**src/core/ivrf_map.vh**
```
// register map, field positions, reset values and timing counts of the forwarder
`ifndef IVRF_MAP_VH
`define IVRF_MAP_VH

// ----------------------------------------
// register offsets
// ----------------------------------------
`define IVRF_OFS_INT      5'h03
`define IVRF_OFS_FRAC     5'h04
`define IVRF_OFS_PKT      5'h05
`define IVRF_OFS_RELOCK   5'h07
`define IVRF_OFS_CALCFG   5'h0A
`define IVRF_OFS_BAND     5'h10

// ----------------------------------------
// packet and control fields
// ----------------------------------------
`define IVRF_ID_HI        2
`define IVRF_ID_LO        0
`define IVRF_IDX_HI       6
`define IVRF_IDX_LO       3
`define IVRF_DATA_HI      15
`define IVRF_DATA_LO      7
`define IVRF_RELOCK_BIT   13
`define IVRF_CAL_OFF_BIT  11
`define IVRF_RATE_HI      14
`define IVRF_RATE_LO      13
`define IVRF_CAL_ACT_BIT  7
`define IVRF_OWN_ID       3'h0
`define IVRF_VREG_BAND    4'h0
`define IVRF_VREG_DIV     4'h2
`define IVRF_DIV2_CODE    4'h6

// ----------------------------------------
// reset values
// ----------------------------------------
`define IVRF_PKT_RST      16'h0000
`define IVRF_RELOCK_RST   16'h0000
`define IVRF_CALCFG_RST   16'h4000
`define IVRF_BAND_RST     8'h00
`define IVRF_DIV_RST      8'h01

// ----------------------------------------
// timing
// ----------------------------------------
`define IVRF_CLK_PS       5000
`define IVRF_LINK_MIN_PS  20000
// shortest link cycle in system clocks: 20 ns at a 5 ns clock, sized to the divider counter
`define IVRF_LINK_MIN_DIV 6'h04
`define IVRF_PKT_BITS     16
`define IVRF_SETTLE_TICKS 6'h20
`define IVRF_FIFO_DEPTH   16

`endif

```
**src/core/ivrf_fifo.v**
```verilog
// packet queue with registered full, empty and read data
module ivrf_fifo #(
  parameter W  = 16,
  parameter D  = 16,
  parameter AW = 4
) (
  // clock and reset
  input  wire          clk,
  input  wire          reset,
  // fill side
  input  wire          in_valid,
  output wire          in_ready,
  input  wire [W-1:0]  in_data,
  // drain side
  output wire          out_valid,
  input  wire          out_ready,
  output wire [W-1:0]  out_data
);

  reg  [W-1:0]  mem [0:D-1];
  reg  [AW-1:0] wr_ptr_r;
  reg  [AW-1:0] rd_ptr_r;
  reg  [AW:0]   count_r;
  reg           full_r;
  reg           empty_r;
  reg  [W-1:0]  data_r;
  wire          push;
  wire          pop;
  wire [AW-1:0] rd_nxt;
  wire [AW:0]   count_nxt;

  assign in_ready  = ~full_r;
  assign out_valid = ~empty_r;
  assign out_data  = data_r;
  assign push      = in_valid & ~full_r;
  assign pop       = out_ready & ~empty_r;
  assign rd_nxt    = pop ? rd_ptr_r + 1'b1 : rd_ptr_r;
  assign count_nxt = count_r + {{AW{1'b0}}, push} - {{AW{1'b0}}, pop};

  // storage, no reset needed on the array
  always @(posedge clk) begin
    if (push) begin
      mem[wr_ptr_r] <= in_data;
    end
  end

  // pointers and flags; read data is prefetched so it leaves a register
  always @(posedge clk) begin
    if (reset) begin
      wr_ptr_r <= {AW{1'b0}};
      rd_ptr_r <= {AW{1'b0}};
      count_r  <= {(AW+1){1'b0}};
      full_r   <= 1'b0;
      empty_r  <= 1'b1;
      data_r   <= {W{1'b0}};
    end else begin
      if (push) begin
        wr_ptr_r <= wr_ptr_r + 1'b1;
      end
      rd_ptr_r <= rd_nxt;
      count_r  <= count_nxt;
      full_r   <= (count_nxt == D);
      empty_r  <= (count_nxt == {(AW+1){1'b0}});
      // bypass: the word written this cycle may be the next to leave
      if (push && (wr_ptr_r == rd_nxt)) begin
        data_r <= in_data;
      end else begin
        data_r <= mem[rd_nxt];
      end
    end
  end

endmodule

```
**src/core/ivrf_top.v**
```verilog
// register-write forwarder to the oscillator subsystem with autocalibration control
`include "ivrf_map.vh"

// Behaviour
// - oscillator configuration uses 16-bit serial packets
// - link runs at calibration clock, max 50 MHz
// - packet register write shifts packet out MSB-first
// - bits 2:0 are target id, zero answers
// - bits 6:3 select oscillator register
// - bits 15:7 are the nine-bit value
// - calibration reuses stored id and index unchanged
// - calibration works only with stored id zero
// - integer or fractional write starts calibration
// - packet register write always updates sixteen bits
// - zero packet then divider write forces relock
// - output divider ratios 1 to 128
// - value 0110 into register 2 divides two
// - calibration runs only when bit 11 clear
// - relock enable reruns calibration once on unlock
// - calibration bit selects temperature reference tuning
// - band selects two cores, 128 subbands each
// - device manages calibration bit itself
// - link period is reference times 2^m
// - calibration bit set at start, cleared after
// - oscillator registers write-only, band readable
module ivrf_top (
  // clock and reset
  input  wire        CLK,
  input  wire        RESET,
  // register port
  input  wire        REG_WE,
  input  wire        REG_RE,
  input  wire [4:0]  REG_ADDR,
  input  wire [15:0] REG_WDATA,
  output wire        REG_WREADY,
  output reg  [15:0] REG_RDATA,
  // loop status and mode
  input  wire        FRAC_MODE,
  input  wire        LOCK_LOST,
  input  wire        VCO_FAST,
  // internal oscillator serial link
  output reg         LINK_SCLK,
  output reg         LINK_SEN,
  output reg         LINK_SDATA,
  // oscillator subsystem state
  output reg         CAL_BUSY,
  output reg         TUNE_FROM_REF,
  output reg  [7:0]  OSC_BAND,
  output reg  [7:0]  DIV_RATIO
);

  localparam C_IDLE = 2'd0;
  localparam C_SEND = 2'd1;
  localparam C_WAIT = 2'd2;
  localparam C_LAST = 2'd3;

  // link clock period in system clocks, never faster than 50 MHz
  function [5:0] link_div;
    input [1:0] code;
    reg   [5:0] raw;
    begin
      case (code)
        2'd0:    raw = 6'h01;
        2'd1:    raw = 6'h04;
        2'd2:    raw = 6'h10;
        default: raw = 6'h20;
      endcase
      link_div = (raw < `IVRF_LINK_MIN_DIV) ? `IVRF_LINK_MIN_DIV : raw;
    end
  endfunction

  // divider ratio from the nine-bit value of oscillator register 2
  function [7:0] div_decode;
    input [8:0] v;
    begin
      if (v[3:0] == 4'h1) begin
        div_decode = 8'h01;
      end else if (v[3:0] == `IVRF_DIV2_CODE) begin
        div_decode = 8'h02;
      end else if (v[3:0] == 4'h7) begin
        div_decode = 8'h40;
      end else if (v[3:0] == 4'h8) begin
        div_decode = 8'h80;
      end else if (v[8:4] >= 5'h02 && v[8:4] <= 5'h10) begin
        div_decode = {2'b00, v[8:4], 1'b0};
      end else begin
        div_decode = 8'h02;
      end
    end
  endfunction

  reg  [15:0] pkt_r;
  reg  [15:0] relock_cfg_r;
  reg  [15:0] cal_cfg_r;
  reg  [5:0]  div_cnt_r;
  reg         tick_r;
  reg         mid_r;
  reg         ser_busy_r;
  reg  [15:0] ser_sh_r;
  reg  [3:0]  ser_cnt_r;
  reg  [15:0] rx_sh_r;
  reg  [1:0]  cal_st_r;
  reg  [1:0]  cal_st_nxt;
  reg         cal_req_r;
  reg  [8:0]  cal_data_r;
  reg  [7:0]  band_try_r;
  reg  [2:0]  step_r;
  reg  [5:0]  settle_r;
  reg         start_pend_r;
  reg         relock_arm_r;
  wire        fifo_rdy;
  wire        fifo_vld;
  wire [15:0] fifo_data;
  wire        fifo_pop;
  wire        pkt_wr;
  wire        freq_req;
  wire        relock_req;
  wire        cal_start;
  wire [5:0]  half_div;
  wire [8:0]  rx_val;

  // ----------------------------------------
  // register port
  // ----------------------------------------
  // full packet write
  assign pkt_wr     = REG_WE && (REG_ADDR == `IVRF_OFS_PKT) && fifo_rdy;
  assign freq_req   = REG_WE && !cal_cfg_r[`IVRF_CAL_OFF_BIT] &&
                      (((REG_ADDR == `IVRF_OFS_INT) && !FRAC_MODE) ||
                       ((REG_ADDR == `IVRF_OFS_FRAC) && FRAC_MODE));
  assign REG_WREADY = fifo_rdy;

  // stored copies of the packet and configuration registers
  always @(posedge CLK) begin
    if (RESET) begin
      pkt_r        <= `IVRF_PKT_RST;
      relock_cfg_r <= `IVRF_RELOCK_RST;
      cal_cfg_r    <= `IVRF_CALCFG_RST;
    end else if (REG_WE) begin
      if (pkt_wr) begin
        pkt_r <= REG_WDATA;
      end else if (REG_ADDR == `IVRF_OFS_RELOCK) begin
        relock_cfg_r <= REG_WDATA;
      end else if (REG_ADDR == `IVRF_OFS_CALCFG) begin
        cal_cfg_r <= REG_WDATA;
      end
    end
  end

  // read answer one clock after the strobe; unmapped offsets read zero
  always @(posedge CLK) begin
    if (RESET) begin
      REG_RDATA <= 16'h0000;
    end else if (REG_RE) begin
      if (REG_ADDR == `IVRF_OFS_PKT) begin
        REG_RDATA <= pkt_r;
      end else if (REG_ADDR == `IVRF_OFS_RELOCK) begin
        REG_RDATA <= relock_cfg_r;
      end else if (REG_ADDR == `IVRF_OFS_CALCFG) begin
        REG_RDATA <= cal_cfg_r;
      end else if (REG_ADDR == `IVRF_OFS_BAND) begin
        REG_RDATA <= {8'h00, OSC_BAND};
      end else begin
        REG_RDATA <= 16'h0000;
      end
    end
  end

  ivrf_fifo #(
    .W  (16),
    .D  (`IVRF_FIFO_DEPTH),
    .AW (4)
  ) u_fifo (
    .clk       (CLK),
    .reset     (RESET),
    .in_valid  (pkt_wr),
    .in_ready  (fifo_rdy),
    .in_data   (REG_WDATA),
    .out_valid (fifo_vld),
    .out_ready (fifo_pop),
    .out_data  (fifo_data)
  );

  // ----------------------------------------
  // link rate divider
  // ----------------------------------------
  // half period from rate field
  assign half_div = link_div(cal_cfg_r[`IVRF_RATE_HI:`IVRF_RATE_LO]) >> 1;

  // tick ends a link cycle, mid raises the link clock halfway through
  always @(posedge CLK) begin
    if (RESET) begin
      div_cnt_r <= 6'h00;
      tick_r    <= 1'b0;
      mid_r     <= 1'b0;
    end else begin
      if (div_cnt_r >= link_div(cal_cfg_r[`IVRF_RATE_HI:`IVRF_RATE_LO]) - 6'h01) begin
        div_cnt_r <= 6'h00;
        tick_r    <= 1'b1;
      end else begin
        div_cnt_r <= div_cnt_r + 6'h01;
        tick_r    <= 1'b0;
      end
      mid_r <= (div_cnt_r == half_div - 6'h01);
    end
  end

  // ----------------------------------------
  // serializer
  // ----------------------------------------
  // calibration traffic takes precedence; host packets wait in the queue
  assign fifo_pop = tick_r && !ser_busy_r && !cal_req_r && fifo_vld;

  always @(posedge CLK) begin
    if (RESET) begin
      ser_busy_r <= 1'b0;
      ser_sh_r   <= 16'h0000;
      ser_cnt_r  <= 4'h0;
      LINK_SEN   <= 1'b0;
      LINK_SDATA <= 1'b0;
      LINK_SCLK  <= 1'b0;
    end else begin
      if (tick_r) begin
        LINK_SCLK <= 1'b0;
        if (!ser_busy_r && (cal_req_r || fifo_vld)) begin
          ser_sh_r   <= cal_req_r ? {cal_data_r, pkt_r[`IVRF_IDX_HI:`IVRF_ID_LO]} : fifo_data;
          LINK_SDATA <= cal_req_r ? cal_data_r[8] : fifo_data[15];
          ser_busy_r <= 1'b1;
          LINK_SEN   <= 1'b1;
          ser_cnt_r  <= 4'hF;
        end else if (ser_busy_r && ser_cnt_r == 4'h0) begin
          ser_busy_r <= 1'b0;
          LINK_SEN   <= 1'b0;
          LINK_SDATA <= 1'b0;
        end else if (ser_busy_r) begin
          ser_sh_r   <= {ser_sh_r[14:0], 1'b0};
          LINK_SDATA <= ser_sh_r[14];
          ser_cnt_r  <= ser_cnt_r - 4'h1;
        end
      end else if (mid_r && ser_busy_r) begin
        LINK_SCLK <= 1'b1;
      end
    end
  end

  // ----------------------------------------
  // oscillator subsystem receiver
  // ----------------------------------------
  assign rx_val = rx_sh_r[`IVRF_DATA_HI:`IVRF_DATA_LO];

  // samples on the rising link clock, applies the packet at frame end
  always @(posedge CLK) begin
    if (RESET) begin
      rx_sh_r       <= 16'h0000;
      OSC_BAND      <= `IVRF_BAND_RST;
      TUNE_FROM_REF <= 1'b0;
      DIV_RATIO     <= `IVRF_DIV_RST;
    end else begin
      if (mid_r && ser_busy_r) begin
        rx_sh_r <= {rx_sh_r[14:0], LINK_SDATA};
      end
      if (tick_r && ser_busy_r && ser_cnt_r == 4'h0 &&
          rx_sh_r[`IVRF_ID_HI:`IVRF_ID_LO] == `IVRF_OWN_ID) begin
        if (rx_sh_r[`IVRF_IDX_HI:`IVRF_IDX_LO] == `IVRF_VREG_BAND) begin
          OSC_BAND      <= {rx_val[8], rx_val[6:0]};
          TUNE_FROM_REF <= rx_val[`IVRF_CAL_ACT_BIT];
        end else if (rx_sh_r[`IVRF_IDX_HI:`IVRF_IDX_LO] == `IVRF_VREG_DIV) begin
          DIV_RATIO <= div_decode(rx_val);
        end
      end
    end
  end

  // ----------------------------------------
  // calibration state machine
  // ----------------------------------------
  // single relock attempt
  assign relock_req = LOCK_LOST && relock_cfg_r[`IVRF_RELOCK_BIT] && relock_arm_r &&
                      !cal_cfg_r[`IVRF_CAL_OFF_BIT];
  assign cal_start  = (cal_st_r == C_IDLE) && (start_pend_r || freq_req || relock_req);

  // next state
  always @* begin
    cal_st_nxt = cal_st_r;
    case (cal_st_r)
      C_IDLE: begin
        if (cal_start) begin
          cal_st_nxt = C_SEND;
        end
      end
      C_SEND: begin
        if (!cal_req_r && !ser_busy_r) begin
          cal_st_nxt = C_WAIT;
        end
      end
      C_WAIT: begin
        if (tick_r && settle_r == 6'h00) begin
          cal_st_nxt = (step_r == 3'd0) ? C_LAST : C_SEND;
        end
      end
      default: begin
        if (!cal_req_r && !ser_busy_r) begin
          cal_st_nxt = C_IDLE;
        end
      end
    endcase
  end

  // binary search over core and subband; each trial goes out as a packet
  always @(posedge CLK) begin
    if (RESET) begin
      cal_st_r     <= C_IDLE;
      cal_req_r    <= 1'b0;
      cal_data_r   <= 9'h000;
      band_try_r   <= 8'h00;
      step_r       <= 3'd7;
      settle_r     <= 6'h00;
      start_pend_r <= 1'b0;
      relock_arm_r <= 1'b0;
      CAL_BUSY     <= 1'b0;
    end else begin
      cal_st_r <= cal_st_nxt;
      CAL_BUSY <= (cal_st_nxt != C_IDLE);
      // a request during a run restarts afterwards; set wins over clear
      if (freq_req && cal_st_r != C_IDLE) begin
        start_pend_r <= 1'b1;
      end else if (cal_start) begin
        start_pend_r <= 1'b0;
      end
      // arm again on every host frequency write that requests calibration, spend on a relock
      if (freq_req) begin
        relock_arm_r <= 1'b1;
      end else if (cal_start && relock_req && !start_pend_r) begin
        relock_arm_r <= 1'b0;
      end
      if (tick_r && !ser_busy_r && cal_req_r) begin
        cal_req_r <= 1'b0;
      end
      case (cal_st_r)
        C_IDLE: begin
          if (cal_start) begin
            band_try_r <= 8'h80;
            step_r     <= 3'd7;
            cal_data_r <= {1'b1, 1'b1, 7'h00};
            cal_req_r  <= 1'b1;
          end
        end
        C_SEND: begin
          settle_r <= `IVRF_SETTLE_TICKS;
        end
        C_WAIT: begin
          if (tick_r && settle_r != 6'h00) begin
            settle_r <= settle_r - 6'h01;
          end else if (tick_r) begin
            // bit cleared on the final band
            cal_data_r <= step_r == 3'd0 ?
                          {band_try_r[7] & (VCO_FAST | (step_r != 3'd7)), 1'b0,
                           band_try_r[6:1], band_try_r[0] & VCO_FAST} :
                          {next_band(band_try_r, step_r, VCO_FAST)} ;
            band_try_r <= next_try(band_try_r, step_r, VCO_FAST);
            step_r     <= step_r - 3'd1;
            cal_req_r  <= 1'b1;
          end
        end
        default: begin
          band_try_r <= band_try_r;
        end
      endcase
    end
  end

  // trial band for the next search step: keep or drop the bit under test
  function [7:0] next_try;
    input [7:0] b;
    input [2:0] s;
    input       keep;
    reg   [7:0] r;
    begin
      r = b;
      r[s] = keep;
      if (s != 3'd0) begin
        r[s - 3'd1] = 1'b1;
      end
      next_try = r;
    end
  endfunction

  // packet value of the next trial with the calibration bit held set
  function [8:0] next_band;
    input [7:0] b;
    input [2:0] s;
    input       keep;
    reg   [7:0] r;
    begin
      r = next_try(b, s, keep);
      next_band = {r[7], 1'b1, r[6:0]};
    end
  endfunction

endmodule

```
**config.mk**
```make
export PLATFORM = sky130hd
export DESIGN_NAME = ivrf_top
export DESIGN_NICKNAME = d
export VERILOG_FILES = /design/src/core/ivrf_fifo.v /design/src/core/ivrf_top.v
export VERILOG_INCLUDE_DIRS = /design/src /design/src/core
export SDC_FILE = /design/constraint.sdc
export NUM_CORES = 1
export LEC_CHECK = 0
export ABC_AREA = 1
export BUFFER_PORTS_ARGS = -buffer_cell sky130_fd_sc_hd__buf_4
export CORE_UTILIZATION = 58
export DETAILED_ROUTE_END_ITERATION = 10
export GPL_TIMING_DRIVEN = 1
export PLACE_DENSITY_LB_ADDON = 0.2
export SLEW_MARGIN = 30
export SYNTH_ARGS = -nofsm -noshare
export SYNTH_HDL_FRONTEND = slang
export SYNTH_SLANG_ARGS = --single-unit
```
**constraint.sdc**
```tcl
create_clock -name CLK -period 2.9 [get_ports CLK]
set_input_delay 0.58 -clock CLK [delete_from_list [all_inputs] [get_ports CLK]]
set_output_delay 0.58 -clock CLK [all_outputs]
set_load 0.01 [all_outputs]
```
==> impl_metrics.py <==
metrics = {
    "setup_path": {
        "critPathMaxStageDelay_ns": 0.37,
        "critPathKind": "reg2reg",
        "r2r_cells": 12,
        "cp-end-kind": "flip-flop",
        "cp_slowest_cell": "dfxtp_1",
        "crit_chain": "inv_2, nor2_4, nand2_4, nand2_4, nand2_4, nand2_1, nand3_2, nor2_8, nand3_4, nand3_1, nand2_1, inv_1",
        "reg2reg_from": "tick_r",
        "worstPathMaxFanout": 38,
        "cp_common_cell": "nand2_4",
        "crit_arrival_ns": 3.05,
        "cpLargestDelayFamily": "simple AND/OR/NAND/NOR gates",
        "cp_num_cells": 12,
        "cp_num_buf_inv": 2,
        "critical_path_required_ns": 3.42,
        "cp-start-kind": "flip-flop",
        "regToRegEndpoint": "u_fifo.out_data[4]",
        "r2r_slack_ns": 0.36,
    },
    "timing": {
        "post-route-worst-setup-slack_ns": 0.364,
        "setup_violations": 0,
        "slew_violations": 0,
        "slew_headroom": 0.520,
        "min_period_over_period": 0.875,
        "setup-tns-final_ns": 0,
        "worst_pin_slew_ns": 0.719,
        "rsz0062_at_grt": "false",
        "min_period_ns": 2.54,
        "hold_violations": 0,
        "finClkSkew_ns": 0.0161,
        "max_freq_ghz": 0.394,
    },
    "power_and_ir_drop": {
        "p_int_uw": 10300,
        "power_density_mw_per_mm2": 604,
        "swShare": 0.237,
        "power_uw": 13500,
        "p_clk_frac": 0.417,
        "p_leak_uw": 0.00929,
        "vdd_drop_max_v": 0.000682,
        "p_seq_frac": 0.505,
        "p_switching_uw": 3200,
        "pwr-share-comb": 0.078,
    },
    "clocking": {
        "ctsHtreeMaxLevel": 2,
        "clock_latency_ns": 0.57,
        "ctsResizeCount": 0,
        "clockBufferDepth": 3,
        "holdBufCountCts": 0,
        "root_buffer": "clkbuf_16",
        "clock-sinks": 446,
        "postCtsSetupBuffers": 0,
        "clk_pin_slew_ns": 0.06,
        "cts_made_buffers": 46,
        "cts_tree": "done",
    },
    "grt": {
        "gr-total-overflow": 0,
        "grt_pass1_vias": 15000,
        "grt_max_degree": 132,
        "grt_usage": 0.287,
        "antenna_found_initial": 1,
        "grt_pass1_wl_mm": 79.7,
    },
    "detailed_routing": {
        "viasPerCell": 5.69,
        "routedWlPerCell_um": 18.3,
        "drtIter0Drc": 1471,
        "postRouteAntennaNets": 0,
        "drt_first_pass_iters": 6,
        "drt_wl_total_mm": 49.8,
        "route.vias.total": 15500,
        "drc": 0,
    },
    "cells_and_area": {
        "syn_to_final_growth_pct": 11.8,
        "finalNonFillerCells": 2725,
        "drive_gt1_frac": 0.101,
        "fin_util": 0.663,
        "num-nets-final": 2291,
        "antenna_cells": 0,
    },
    "synthesis": {
        "synth_seq_cells": 446,
        "synth-simple-area-share": 0.218,
        "ys_seq_area_frac": 0.573,
        "synth_edf_count": 256,
        "synth_top_family_by_area": "simple AND/OR/NAND/NOR gates",
        "ys_types": 46,
        "post-synth-top-count-cell": "inv_1",
        "async_flop_share": 0,
        "synthAdderAreaFrac": 0.0154,
        "yosys.area.top_type_share": 0.384,
        "synth_area_leader_cell": "edfxtp_1",
        "avgSynthCellArea_um2": 9.11,
        "synth_warnings": 0,
        "synth.area.top_cells": "edfxtp_1 (38%), dfxtp_1 (19%), nand3_1 (8.2%), inv_1 (6.4%), nand2_1 (6.3%)",
        "netlist_instances": 2201,
        "synthTopCellsByCount": "inv_1 (344), nand2_1 (336), nand3_1 (329), edfxtp_1 (256), dfxtp_1 (190)",
        "yosys-mux-area-fraction": 0.00350,
        "synth_xor_area_frac": 0.00568,
        "synth_flop_cell": "edfxtp_1",
        "netlist_area_mm2": 0.0200,
        "synth_compound_area_frac": 0.0882,
    },
    "floorplan": {
        "die-area_mm2": 0.0353,
        "core_mm2": 0.0338,
        "die_w_um": 188,
        "die_h_um": 188,
        "start_util": 0.593,
        "boundaryPins": 66,
        "rows": 67,
    },
    "placement": {
        "dp_cells": 2639,
        "io_buffers": 65,
        "gp_congestion": 0.899,
        "dp_hpwl_mm": 31.5,
        "dp_slack_ns": 0.372,
    },
    "outcome": {
        "status": "completed",
    },
    "job": {
        "cap_viol_max_count": 0,
    },
    "worst_hold_path": {
        "hp-class": "in2reg",
        "hold_path_end": "REG_RDATA[2]",
        "hold-path-cell-count": 3,
        "hold_start": "REG_RE",
    },
}
[power by group through the flow]
| stage | Clock, uW | Combinational (uW) | Sequential, uW |
|---|---|---|---|
| CTS | 5710 | 1050 | 6830 |
| finish | 5640 | 1060 | 6830 |
| global placement | 0 | 1010 | 6970 |
| floorplan | 0 | 704 | 6940 |
| global route | 5950 | 1170 | 6840 |
| detailed placement | 0 | 1040 | 6970 |
[worst max path at each step]
stage | from | to
6_report | tick_r | u_fifo.out_data[4]
5_1_grt | tick_r | u_fifo.out_data[4]
4_1_cts | tick_r | u_fifo.out_data[4]
3_5_place_dp | REG_ADDR[3] | u_fifo.full_r
3_3_place_gp | REG_ADDR[3] | u_fifo.empty_r
2_1_floorplan | REG_ADDR[3] | u_fifo.mem[0][0]
[registers in the layout (all words and copies together) (netlist names), 9 cells and up]
name / flops
u_fifo.mem: 256
relock_cfg_r: 16
ser_sh_r: 15
cal_data_r: 9
REG_RDATA: 16
pkt_r: 16
u_fifo.out_data: 16
rx_sh_r: 16
cal_cfg_r: 16
[final cells by class]
cell class              count  area (um^2)
inverters                 353         1330
clock inverters            18          118
well taps                 448          561
fillers                  2695        11400
multi-input cells        1282         6680
flip-flops and latches    446        11500
clock buffers              68         1320
repair buffers            110          901
[placed cells by master, fill, tap and decap left out, drive strengths merged, types with 20 or more instances in the layout]
cell and instances:
a21oi 137, buf 110, clkbuf 68, clkinv 20, dfxtp 190, edfxtp 256
ha 23, inv 348, nand2 350, nand3 342, nand3b 65, nand4 32
nor2 104, o21ai 140
[worst register-to-register path, cell delays in order, from the launching register on]
cell     delay (ns)
dfxtp_1        0.37
inv_2          0.10
nor2_4         0.18
nand2_4        0.11
nand2_4        0.21
nand2_4        0.33
nand2_1        0.19
nand3_2        0.13
nor2_8         0.24
nand3_4        0.29
nand3_1        0.22
nand2_1        0.06
inv_1          0.05
[stage by stage]
stage,hold slack [ns],area [um^2]
after CTS,0.335,22400
after global placement,0.430,21000
after floorplan,0.420,20000
after global routing,0.358,22400
after detailed placement,0.434,21000
final,0.360,22400
[metal layers]
layer  wire length (um)  global-route usage  share of wire
met1              21500               0.398           0.43
met2              23200               0.460           0.46
met3               3630              0.0419          0.073
met4               1510               0.104          0.030
met5                 18                   0        0.00036
[kinds of logic after synthesis]
group / after synthesis
and+or+nand+nor: 906
buffers and inverters: 475
DFF: 446
AOI/OAI and AO/OA: 328
adders and majority gates: 24
xor gates and xnor gates: 13
muxes: 7
other: 2
No activity file was read; power rests on OpenSTA's default activity.
